==> config.mk <==
export PLATFORM = sky130hd
export DESIGN_NAME = ngse_engine
export DESIGN_NICKNAME = d
export VERILOG_FILES = /design/src/hdl/ngse_pkg.sv /design/src/hdl/ngse_step_timer.sv /design/src/hdl/ngse_engine.sv
export SDC_FILE = /design/constraint.sdc
export NUM_CORES = 1
export LEC_CHECK = 0
export BUFFER_PORTS_ARGS = -buffer_cell sky130_fd_sc_hd__buf_2
export CORE_ASPECT_RATIO = 0.7
export CORE_MARGIN = 2
export CORE_UTILIZATION = 57
export CTS_CLUSTER_DIAMETER = 60
export DETAILED_ROUTE_END_ITERATION = 8
export GPL_TIMING_DRIVEN = 0
export PLACE_DENSITY = 0.87
export SYNTH_ARGS = -nofsm -noshare
export SYNTH_HDL_FRONTEND = slang
export SYNTH_SLANG_ARGS = --single-unit
==> constraint.sdc <==
create_clock -name i_clk_sys -period 8.8 [get_ports i_clk_sys]
set_input_delay 1.76 -clock i_clk_sys [delete_from_list [all_inputs] [get_ports i_clk_sys]]
set_output_delay 1.76 -clock i_clk_sys [all_outputs]
set_load 0.01 [all_outputs]
==> src/hdl/ngse_pkg.sv <==
// Functional notes
// - Phases run: cmd0, addr0, cmd1, addr1, cmd2, wait0, data, cmd3, wait1.
// - Opening command always sent, opcode from first opcode field.
// - First address sent only if its column or row count nonzero.
// - Second command sent only when its enable bit is set.
// - Second address sent only if its column or row count nonzero.
// - Third command sent only when its enable bit is set.
// - First wait holds the sequence until flash ready, then continues.
// - Data phase moves data-size bytes; 18 reads, 19 writes.
// - Trailing command sent when enabled, opcode from control register.
// - Final wait holds completion until flash returns ready.
// - Immediate bit starts opcodes 0x70, 0x71, 0x72, 0x78 or 0xE1 even while previous command busy.
// - Immediate mode reads only when started over a busy engine, into the single data register.
// - A programmable delay from one step timer, with three step-delay lengths, follows every phase.
// - Reset instruction sends 0xFF as a command-only sequence.
// - Writing the instruction word starts execution, no start bit.
// - Decode selects data input and hands sequence to the sequencer.
// - With interrupts enabled, a pulse is raised at sequence end.
// - Unused input-select fields are forced to zero; unused data-destination too, except in immediate mode.
// - Ready wait watches ready/busy line or polls status command.
package ngse_pkg;

  localparam logic [5:0] NGSE_SEQ_RESET     = 6'h00;
  localparam logic [5:0] NGSE_SEQ_GEN_READ  = 6'h12;
  localparam logic [5:0] NGSE_SEQ_GEN_WRITE = 6'h13;
  localparam logic [7:0] NGSE_OP_RESET      = 8'hFF;
  localparam logic [7:0] NGSE_OP_STATUS     = 8'h70;
  localparam logic [7:0] NGSE_STATUS_RDY    = 8'h40;
  localparam int         NGSE_CNT_W         = 16;

  // Instruction word written by software
  typedef struct packed {
    logic [7:0] cmd2;        // third opcode
    logic [7:0] cmd1;        // second opcode
    logic [7:0] cmd0;        // first opcode
    logic       data_sel;    // 1: single data register sink
    logic       input_sel;   // FIFO input module select
    logic [5:0] seq_num;     // sequence_number_field
  } ngse_instr_s;

  // generic_sequence_control fields
  typedef struct packed {
    logic [7:0] cmd3;                      // last opcode
    logic [2:0] first_column_byte_count;
    logic [2:0] first_row_byte_count;
    logic [2:0] second_column_byte_count;
    logic [2:0] second_row_byte_count;
    logic       second_opcode_enable;
    logic       third_opcode_enable;
    logic       last_opcode_enable;
    logic       delay_en;                  // wait enable
    logic       delay_sel;                 // 0: first, 1: final wait
    logic       data_en;
    logic       immediate_execute;
    logic       poll_status;               // 1: poll status, 0: line
  } ngse_ctrl_s;

  // One cycle on the flash bus
  typedef struct packed {
    logic       valid;
    logic       is_cmd;      // 1: command latch, 0: address latch
    logic [7:0] byte_v;
  } ngse_bus_s;

  typedef enum logic [3:0] {
    NGSE_IDLE  = 4'b0000,
    NGSE_CMD0  = 4'b0001,
    NGSE_ADR0  = 4'b0010,
    NGSE_CMD1  = 4'b0011,
    NGSE_ADR1  = 4'b0100,
    NGSE_CMD2  = 4'b0101,
    NGSE_WAIT0 = 4'b0110,
    NGSE_DATA  = 4'b0111,
    NGSE_CMD3  = 4'b1000,
    NGSE_WAIT1 = 4'b1001,
    NGSE_DLY   = 4'b1010,
    NGSE_POLL  = 4'b1011
  } ngse_state_e;

endpackage

==> src/hdl/ngse_step_timer.sv <==
// Down counter for the programmable gap after each phase
module ngse_step_timer
  import ngse_pkg::*;
#(
  parameter int W = NGSE_CNT_W
)(
  input  wire logic         i_clk_sys,  // System clock
  input  wire logic         i_reset_n,  // Async reset, active low
  input  wire logic         i_load,     // Start a delay
  input  wire logic [W-1:0] i_cycles,   // Delay length in cycles
  output logic              o_done      // Level, high when idle
);
  typedef struct packed {
    logic [W-1:0] cnt;
  } ngse_tmr_s;

  ngse_tmr_s st_r;
  ngse_tmr_s st_nxt;

  // Load wins over counting; zero means no gap
  always_comb
  begin
    st_nxt = st_r;
    if (i_load)
      st_nxt.cnt = i_cycles;
    else if (st_r.cnt != '0)
      st_nxt.cnt = st_r.cnt - 1'b1;
  end

  always_ff @(posedge i_clk_sys or negedge i_reset_n)
  begin
    if (!i_reset_n)
      st_r <= '0;
    else
      st_r <= st_nxt;
  end

  assign o_done = (st_r.cnt == '0) && !i_load;
endmodule

==> src/hdl/ngse_engine.sv <==
// Generic NAND command-sequence engine with instruction dispatch
module ngse_engine
  import ngse_pkg::*;
#(
  parameter int W = NGSE_CNT_W
)(
  input  wire logic              i_clk_sys,       // System clock
  input  wire logic              i_reset_n,       // Async reset, active low
  input  wire logic              i_instr_wr,      // Instruction write strobe
  input  wire ngse_instr_s       i_instr,         // Instruction word
  input  wire ngse_ctrl_s        i_gen_ctrl,      // Generic control
  input  wire logic [15:0]       i_first_column_address,  // First_column_address
  input  wire logic [23:0]       i_first_row_address,     // First_row_address
  input  wire logic [15:0]       i_second_column_address, // Second_column_address
  input  wire logic [23:0]       i_second_row_address,    // Second_row_address
  input  wire logic [W-1:0]      i_data_size,     // Data block length
  input  wire logic [W-1:0]      i_step_delay_0,  // Gap after cmd phases
  input  wire logic [W-1:0]      i_step_delay_1,  // Gap after addr phases
  input  wire logic [W-1:0]      i_step_delay_2,  // Gap after data/wait
  input  wire logic              i_irq_en,        // Interrupt enable
  input  wire logic              i_ready_busy_line, // Flash ready, high
  input  wire logic              i_bus_ack,       // Bus cycle accepted
  input  wire logic              i_data_ack,      // Data byte moved
  input  wire logic [7:0]        i_rd_byte,       // Byte read from flash
  output ngse_bus_s              o_bus,           // Command/address cycle
  output logic                   o_data_req,      // Data byte request
  output logic                   o_data_write,    // 1: write to flash
  output logic                   o_data_to_reg,   // Sink is data register
  output logic                   o_input_sel,     // FIFO input select
  output logic [7:0]             o_data_reg,      // Single data register
  output logic                   o_busy,          // Sequence running
  output logic                   o_done,          // Completion pulse
  output logic                   o_irq,           // Interrupt pulse
  output logic                   o_refused        // Instruction dropped
);

  typedef struct packed {
    ngse_state_e  state;
    ngse_state_e  after;       // phase to resume after the gap
    ngse_instr_s  instr;
    ngse_ctrl_s   ctrl;
    logic [2:0]   idx;         // address byte index
    logic [W-1:0] cnt;         // data byte count
    logic         poll_cmd;    // status command already sent
    logic [7:0]   data_reg;
    logic         done;
    logic         irq;
    logic         refused;
  } ngse_eng_s;

  ngse_eng_s   st_r;
  ngse_eng_s   st_nxt;
  logic        tmr_load;
  logic [W-1:0] tmr_cycles;
  logic        tmr_done;
  logic        accept;
  logic        busy_ok;

  // Opcodes allowed to start while a sequence is running
  function automatic logic ngse_busy_ok(input logic [7:0] op);
    ngse_busy_ok = (op == 8'h70) || (op == 8'h71) || (op == 8'h72) ||
                   (op == 8'h78) || (op == 8'hE1);
  endfunction

  // Next phase after the one given, skipping disabled phases
  function automatic ngse_state_e ngse_next(input ngse_state_e s,
                                            input ngse_ctrl_s c,
                                            input logic [5:0] seq);
    logic gen;
    gen = (seq == NGSE_SEQ_GEN_READ) || (seq == NGSE_SEQ_GEN_WRITE);
    ngse_next = NGSE_IDLE;
    if (gen)
    begin
      // Fall through the fixed order from s onward
      if (s == NGSE_CMD0 && ((c.first_column_byte_count != 3'h0) ||
          (c.first_row_byte_count != 3'h0)))
        ngse_next = NGSE_ADR0;
      else if ((s <= NGSE_ADR0) && c.second_opcode_enable)
        ngse_next = NGSE_CMD1;
      else if ((s <= NGSE_CMD1) &&
               ((c.second_column_byte_count != 3'h0) ||
                (c.second_row_byte_count != 3'h0)))
        ngse_next = NGSE_ADR1;
      else if ((s <= NGSE_ADR1) && c.third_opcode_enable)
        ngse_next = NGSE_CMD2;
      else if ((s <= NGSE_CMD2) && c.delay_en && !c.delay_sel)
        ngse_next = NGSE_WAIT0;
      else if ((s <= NGSE_WAIT0) && c.data_en)
        ngse_next = NGSE_DATA;
      else if ((s <= NGSE_DATA) && c.last_opcode_enable)
        ngse_next = NGSE_CMD3;
      else if ((s <= NGSE_CMD3) && c.delay_en && c.delay_sel)
        ngse_next = NGSE_WAIT1;
    end
  endfunction

  // Gap length per finished phase
  function automatic logic [W-1:0] ngse_gap(input ngse_state_e s,
                                            input logic [W-1:0] d0,
                                            input logic [W-1:0] d1,
                                            input logic [W-1:0] d2);
    case (s)
      NGSE_ADR0, NGSE_ADR1:              ngse_gap = d1;
      NGSE_DATA, NGSE_WAIT0, NGSE_WAIT1: ngse_gap = d2;
      default:                           ngse_gap = d0;
    endcase
  endfunction

  // Address byte: column bytes first, then row bytes
  function automatic logic [7:0] ngse_abyte(input logic [2:0] i,
                                            input logic [2:0] ncol,
                                            input logic [15:0] col,
                                            input logic [23:0] row);
    logic [2:0] r;
    r = i - ncol;
    if (i < ncol)
      ngse_abyte = (i == 3'h0) ? col[7:0] : col[15:8];
    else
      ngse_abyte = (r == 3'h0) ? row[7:0] :
                   (r == 3'h1) ? row[15:8] : row[23:16];
  endfunction

  assign busy_ok = ngse_busy_ok(i_instr.cmd0);
  // Immediate execution over a busy engine is read only; otherwise a busy engine refuses
  assign accept = i_instr_wr && ((st_r.state == NGSE_IDLE) ||
                  (busy_ok && i_gen_ctrl.immediate_execute &&
                   (i_instr.seq_num != NGSE_SEQ_GEN_WRITE)));

  // Sequencer next state
  always_comb
  begin
    st_nxt         = st_r;
    st_nxt.done    = 1'b0;
    st_nxt.irq     = 1'b0;
    st_nxt.refused = 1'b0;
    tmr_load       = 1'b0;
    tmr_cycles     = '0;
    if (accept)
    begin
      // Decode and hand over; write starts the run at once
      st_nxt.instr = i_instr;
      st_nxt.ctrl  = i_gen_ctrl;
      if (!i_gen_ctrl.data_en ||
          ((i_instr.seq_num != NGSE_SEQ_GEN_READ) &&
           (i_instr.seq_num != NGSE_SEQ_GEN_WRITE)))
      begin
        st_nxt.instr.data_sel  = 1'b0;
        st_nxt.instr.input_sel = 1'b0;
      end
      if (i_gen_ctrl.immediate_execute)
        st_nxt.instr.data_sel = 1'b1;
      if (i_instr.seq_num == NGSE_SEQ_RESET)
        st_nxt.instr.cmd0 = NGSE_OP_RESET;
      st_nxt.state    = NGSE_CMD0;
      st_nxt.idx      = 3'h0;
      st_nxt.cnt      = '0;
      st_nxt.poll_cmd = 1'b0;
    end
    else
    begin
      st_nxt.refused = i_instr_wr;
      case (st_r.state)
        NGSE_IDLE:
          st_nxt.state = NGSE_IDLE;
        NGSE_CMD0, NGSE_CMD1, NGSE_CMD2, NGSE_CMD3:
          if (i_bus_ack)
          begin
            st_nxt.after = ngse_next(st_r.state, st_r.ctrl,
                                     st_r.instr.seq_num);
            st_nxt.state = NGSE_DLY;
            tmr_load     = 1'b1;
            tmr_cycles   = ngse_gap(st_r.state, i_step_delay_0,
                                    i_step_delay_1, i_step_delay_2);
          end
        NGSE_ADR0, NGSE_ADR1:
          if (i_bus_ack)
          begin
            if (st_r.idx + 3'h1 == o_addr_total(st_r))
            begin
              st_nxt.idx   = 3'h0;
              st_nxt.after = ngse_next(st_r.state, st_r.ctrl,
                                       st_r.instr.seq_num);
              st_nxt.state = NGSE_DLY;
              tmr_load     = 1'b1;
              tmr_cycles   = i_step_delay_1;
            end
            else
              st_nxt.idx = st_r.idx + 3'h1;
          end
        NGSE_WAIT0, NGSE_WAIT1:
          if (st_r.ctrl.poll_status)
            st_nxt.state = NGSE_POLL;
          else if (i_ready_busy_line)
          begin
            st_nxt.after = ngse_next(st_r.state, st_r.ctrl,
                                     st_r.instr.seq_num);
            st_nxt.state = NGSE_DLY;
            tmr_load     = 1'b1;
            tmr_cycles   = i_step_delay_2;
          end
        NGSE_POLL:
          if (!st_r.poll_cmd)
            st_nxt.poll_cmd = i_bus_ack;
          else if (i_data_ack && ((i_rd_byte & NGSE_STATUS_RDY) != 8'h00))
          begin
            st_nxt.poll_cmd = 1'b0;
            st_nxt.after    = ngse_next(st_r.after, st_r.ctrl,
                                        st_r.instr.seq_num);
            st_nxt.state    = NGSE_DLY;
            tmr_load        = 1'b1;
            tmr_cycles      = i_step_delay_2;
          end
        NGSE_DATA:
          if (i_data_ack)
          begin
            if (st_r.instr.seq_num == NGSE_SEQ_GEN_READ &&
                st_r.instr.data_sel)
              st_nxt.data_reg = i_rd_byte;
            st_nxt.cnt = st_r.cnt + 1'b1;
            if (st_r.cnt + 1'b1 == i_data_size)
            begin
              st_nxt.after = ngse_next(NGSE_DATA, st_r.ctrl,
                                       st_r.instr.seq_num);
              st_nxt.state = NGSE_DLY;
              tmr_load     = 1'b1;
              tmr_cycles   = i_step_delay_2;
            end
          end
        NGSE_DLY:
          if (tmr_done)
          begin
            st_nxt.state = st_r.after;
            if (st_r.after == NGSE_IDLE)
            begin
              st_nxt.done = 1'b1;
              st_nxt.irq  = i_irq_en;
            end
          end
        default:
          st_nxt.state = NGSE_IDLE;
      endcase
    end
  end

  // Byte count of the address phase in progress
  function automatic logic [2:0] o_addr_total(input ngse_eng_s s);
    if (s.state == NGSE_ADR0)
      o_addr_total = s.ctrl.first_column_byte_count +
                     s.ctrl.first_row_byte_count;
    else
      o_addr_total = s.ctrl.second_column_byte_count +
                     s.ctrl.second_row_byte_count;
  endfunction

  always_ff @(posedge i_clk_sys or negedge i_reset_n)
  begin
    if (!i_reset_n)
    begin
      st_r       <= '0;
      st_r.state <= NGSE_IDLE;
      st_r.after <= NGSE_IDLE;
    end
    else
      st_r <= st_nxt;
  end

  ngse_step_timer #(
    .W (W)
  ) u_timer (
    .i_clk_sys (i_clk_sys),
    .i_reset_n (i_reset_n),
    .i_load    (tmr_load),
    .i_cycles  (tmr_cycles),
    .o_done    (tmr_done)
  );

  // Bus cycle request for the current command or address phase
  always_comb
  begin
    o_bus = '0;
    case (st_r.state)
      NGSE_CMD0:
        o_bus = '{1'b1, 1'b1, st_r.instr.cmd0};
      NGSE_CMD1:
        o_bus = '{1'b1, 1'b1, st_r.instr.cmd1};
      NGSE_CMD2:
        o_bus = '{1'b1, 1'b1, st_r.instr.cmd2};
      NGSE_CMD3:
        o_bus = '{1'b1, 1'b1, st_r.ctrl.cmd3};
      NGSE_ADR0:
        o_bus = '{1'b1, 1'b0, ngse_abyte(st_r.idx,
                  st_r.ctrl.first_column_byte_count,
                  i_first_column_address, i_first_row_address)};
      NGSE_ADR1:
        o_bus = '{1'b1, 1'b0, ngse_abyte(st_r.idx,
                  st_r.ctrl.second_column_byte_count,
                  i_second_column_address,
                  i_second_row_address)};
      NGSE_POLL:
        if (!st_r.poll_cmd)
          o_bus = '{1'b1, 1'b1, NGSE_OP_STATUS};
      default:
        o_bus = '0;
    endcase
  end

  // Data handshake and status outputs
  assign o_data_req    = (st_r.state == NGSE_DATA) ||
                         ((st_r.state == NGSE_POLL) && st_r.poll_cmd);
  assign o_data_write  = (st_r.instr.seq_num == NGSE_SEQ_GEN_WRITE);
  assign o_data_to_reg = st_r.instr.data_sel;
  assign o_input_sel   = st_r.instr.input_sel;
  assign o_data_reg    = st_r.data_reg;
  assign o_busy        = (st_r.state != NGSE_IDLE);
  assign o_done        = st_r.done;
  assign o_irq         = st_r.irq;
  assign o_refused     = st_r.refused;

  // Command phase ends only on an accepted bus cycle
  AST_CMD_HOLD: assert property (@(posedge i_clk_sys) disable iff (!i_reset_n)
    (st_r.state == NGSE_CMD0 && !i_bus_ack && !accept) |=>
      st_r.state == NGSE_CMD0)
    else $error("first command left without ack");
  AST_RESET_OP: assert property (@(posedge i_clk_sys) disable iff (!i_reset_n)
    (accept && i_instr.seq_num == NGSE_SEQ_RESET) |=>
      o_bus.byte_v == 8'hFF && o_bus.is_cmd)
    else $error("reset instruction sent wrong opcode");
  AST_START: assert property (@(posedge i_clk_sys) disable iff (!i_reset_n)
    accept |=> o_busy && st_r.state == NGSE_CMD0)
    else $error("instruction write did not start sequence");
  AST_WAIT_RDY: assert property (@(posedge i_clk_sys) disable iff (!i_reset_n)
    (st_r.state == NGSE_WAIT0 && !i_ready_busy_line &&
     !st_r.ctrl.poll_status && !accept) |=> st_r.state == NGSE_WAIT0)
    else $error("wait phase left while flash busy");
  AST_IRQ: assert property (@(posedge i_clk_sys) disable iff (!i_reset_n)
    o_irq |-> o_done && $past(i_irq_en))
    else $error("interrupt without completion");
  AST_DONE_IDLE: assert property (@(posedge i_clk_sys) disable iff (!i_reset_n)
    $rose(o_done) |-> $past(st_r.state) == NGSE_DLY && !o_busy)
    else $error("completion before last delay");
  AST_DATA_END: assert property (@(posedge i_clk_sys) disable iff (!i_reset_n)
    (st_r.state == NGSE_DATA && i_data_ack && !accept &&
     st_r.cnt + 1'b1 == i_data_size) |=> st_r.state == NGSE_DLY)
    else $error("data phase did not end at size");
  AST_IMM_READ: assert property (@(posedge i_clk_sys) disable iff (!i_reset_n)
    (accept && o_busy) |-> i_instr.seq_num != NGSE_SEQ_GEN_WRITE)
    else $error("immediate write accepted");
endmodule

==> out/results.ini <==
[cts]
root_buffer=clkbuf_16
cts_setup_buffers=0
clock_path_buffers=2
cts.sinks=114
cts_tree=yes
cts.clk_slew.worst_paths_ns=0.06
cts_max_level=4
post_cts_resized=0
hold_buffers=0
cts_inserted_buffers=17
insertion_delay_ns=0.41

[hold_path]
holdPathStages=2
min_path_type=register to register
worstHoldEndpoint=st_r[58]$_DFFE_PN0P_
hold_start=st_r[58]$_DFFE_PN0P_

[drt]
ant_nets=0
vias_per_cell=5.82
drc=0
routed_wl_um=25600
wl_per_cell_um=17.2
detail_route.first_pass.iterations=5
drtIter0Drc=820
vias=8651

[floorplan]
die_area_mm2=0.0155
fp.coreArea_mm2=0.0141
fp.dieW_um=148
io_pins=245
rows=36
initial_core_util=0.589
chipHeight_um=105

[synthesis]
synth_top_cell_by_area=dfrtp_1
synth.distinct_cells=84
synth_area_per_cell_um2=8.12
synth_area_leaders=dfrtp_1 (34%), nand2_1 (11%), mux2i_1 (7.1%), o21ai_0 (4.8%), xnor2_1 (3.3%)
ys_warn_count=0
synthFlopType=dfrtp_1
synth_top_area_share=0.344
netlist_area_mm2=0.00828
synth_edf_count=0
async_flop_share=1.00
ys_ff_latch=114
ys_seq_area_frac=0.344
netlist_instances=1020
syn_nets=1255

[sta]
rsz0062_at_grt=false
max_freq_mhz=188
relSlewSlack=0.395
finalSetupViolations=0
finalClockSkew_ns=0.0114
post-route-min-period_ns=5.33
whs_ns=0.479
final_max_slew_viol_count=0
tightest_slew_ns=0.895
hold_viol=0
finalCritPeriodShare=0.605
finalSetupTns_ns=0

[run]
max_cap_violations=0

[setup_path]
arrival_ns=3.57
cp-end-kind=output pin
critPathKind=register to output pin
reg2reg_to=st_r[94]$_DFFE_PN0P_
worst_r2r_path_depth=10
crit_fanout=10
rrSetupSlack_ns=5.73
r2r-start=st_r[97]$_DFFE_PN0P_
cp_data_required_time_ns=7.04
setup.worst_path.start_class=register

[pwr]
fin_total_pwr_mw=3.27
powerDensity_mw_per_mm2=314
ir_drop_v=0.000245
p_leak_nw=5.14

[global_route]
antenna_found_initial=0
grt_max_degree=64
grt_pass1_wl_um=41600
grt_usage=0.334
grt.overflow.total=0
first_global_vias=8256

[finish]
n_fill_cell=1082
fin_cells=1486
finalNetCount=1519
largest_reg_flops=85
area_growth_syn_to_layout_pct=25.6
regArea_mm2=0.00285
diodes=0
drive_gt1_frac=0.261
final_util=0.740
multi_input_comb_area_mm2=0.00495

[placed_design]
gp_congestion=0.935
io_buffers=244
dp_hpwl_um=19400
dp_cells=1455

[run_status]
status=finished, final reports clean

## cell usage in the layout (no fill, tap or decap), drive strengths merged, types with 6 or more instances in the layout
master | netlist | layout
buf | 29 | 274
nand2 | 246 | 246
dfrtp | 114 | 114
o21ai | 80 | 80
nor2 | 60 | 60
mux2i | 59 | 59
clkbuf | 39 | 56
a21oi | 45 | 45
inv | 36 | 40
xnor2 | 31 | 31
a22oi | 27 | 27
nand3 | 23 | 23
nor3 | 22 | 22
o211ai | 21 | 21
xor2 | 15 | 15
mux2 | 15 | 15
nor2b | 13 | 13
ha | 12 | 12
nor4 | 10 | 10
nand2b | 9 | 9
nand4 | 9 | 9
nor4b | 7 | 7
and2 | 6 | 6
or3 | 6 | 6
## routing by layer
| metal | vias up | share of wire | GRT usage |
|---|---|---|---|
| met5 | - | 0 | 0 |
| met4 | 0 | 0.016 | 0.0864 |
| met3 | 39 | 0.10 | 0.0725 |
| met2 | 449 | 0.44 | 0.506 |
| met1 | 4064 | 0.44 | 0.488 |
| li1 | 4099 | - | - |
## synthesized netlist by cell type (3+ instances only)
master    number
o211ai_1      19
nor2b_1       13
o21a_1         3
mux2i_1       59
fa_1           4
nand2_1      244
inv_1         36
dfrtp_1      114
buf_4         13
o21ai_0       79
o31ai_1        3
a32o_1         3
a21oi_1       44
a22oi_1       27
nor4_1         9
or3_1          6
a221oi_1       5
and2_1         6
clkbuf_1      37
xnor2_1       31
a31oi_1        5
and3_1         5
nand2b_1       9
nand4_1        8
xor2_1        15
mux2_2        10
ha_1          12
nor3b_1        5
or4_1          5
mux2_4         4
nor4b_1        5
nor2_1        60
nand3_1       22
buf_1          6
buf_2          7
nor3_1        20
buf_6          3
## through the flow
| step | cell area, µm² | worst slack [ns] |
|---|---|---|
| 2_1_floorplan | 8280 | 4.64 |
| 3_5_place_dp | 9780 | 3.96 |
| 4_1_cts | 10400 | 3.51 |
| 3_3_place_gp | 9740 | 4.06 |
| 6_report | 10400 | 3.47 |
| 5_1_grt | 10400 | 3.14 |
## power breakdown
| part | switching, mW | internal (mW) |
|---|---|---|
| logic | 0.974 | 0.659 |
| clock network | 0.263 | 0.477 |
| registers | 0.186 | 0.712 |
| total | 1.42 | 1.85 |
## critical path, stage by stage (launching register included)
cell and delay (ns):
dfrtp_1 0.45, inv_1 0.15, ha_1 0.16, inv_1 0.06
fa_1 0.37, xor2_1 0.19, nor3b_1 0.61, clkbuf_1 0.34
o21ai_0 0.18, o211ai_1 0.35, nand3_1 0.15, buf_2 0.17
## cells by family (layout without fill, tap and decap cells)
group | Yosys count | count (layout) | synth area share
AND/OR/NAND/NOR | 443 | 443 | 0.253
multiplexers | 74 | 74 | 0.0935
adder cells (fa/ha/maj) | 17 | 17 | 0.0290
XOR/XNOR | 48 | 48 | 0.0541
AO/OA/AOI/OAI | 219 | 219 | 0.169
flip-flops | 114 | 114 | 0.344
buffers and inverters | 105 | 381 | 0.0576
## final cells by class
type	instances	share of cell area
multi-input combinational	801	0.476
sequential	114	0.274
timing repair buffer	245	0.121
clock buffer	17	0.0409
buffer	68	0.0325
tap	190	0.0228
clock inverter	14	0.0196
inverter	37	0.0133
## worst max path at each step
stage | cells after the start | start | slack [ns] | end
2_1_floorplan | 10 | st_r[28]$_DFFE_PN0P_ | 4.64 | o_bus[0]
3_3_place_gp | 11 | st_r[28]$_DFFE_PN0P_ | 4.06 | o_bus[5]
3_5_place_dp | 11 | st_r[28]$_DFFE_PN0P_ | 3.96 | o_bus[5]
4_1_cts | 11 | st_r[28]$_DFFE_PN0P_ | 3.51 | o_bus[5]
5_1_grt | 11 | st_r[28]$_DFFE_PN0P_ | 3.14 | o_bus[5]
6_report | 11 | st_r[28]$_DFFE_PN0P_ | 3.47 | o_bus[5]
Note: power is estimated with default switching activity, not from simulation.
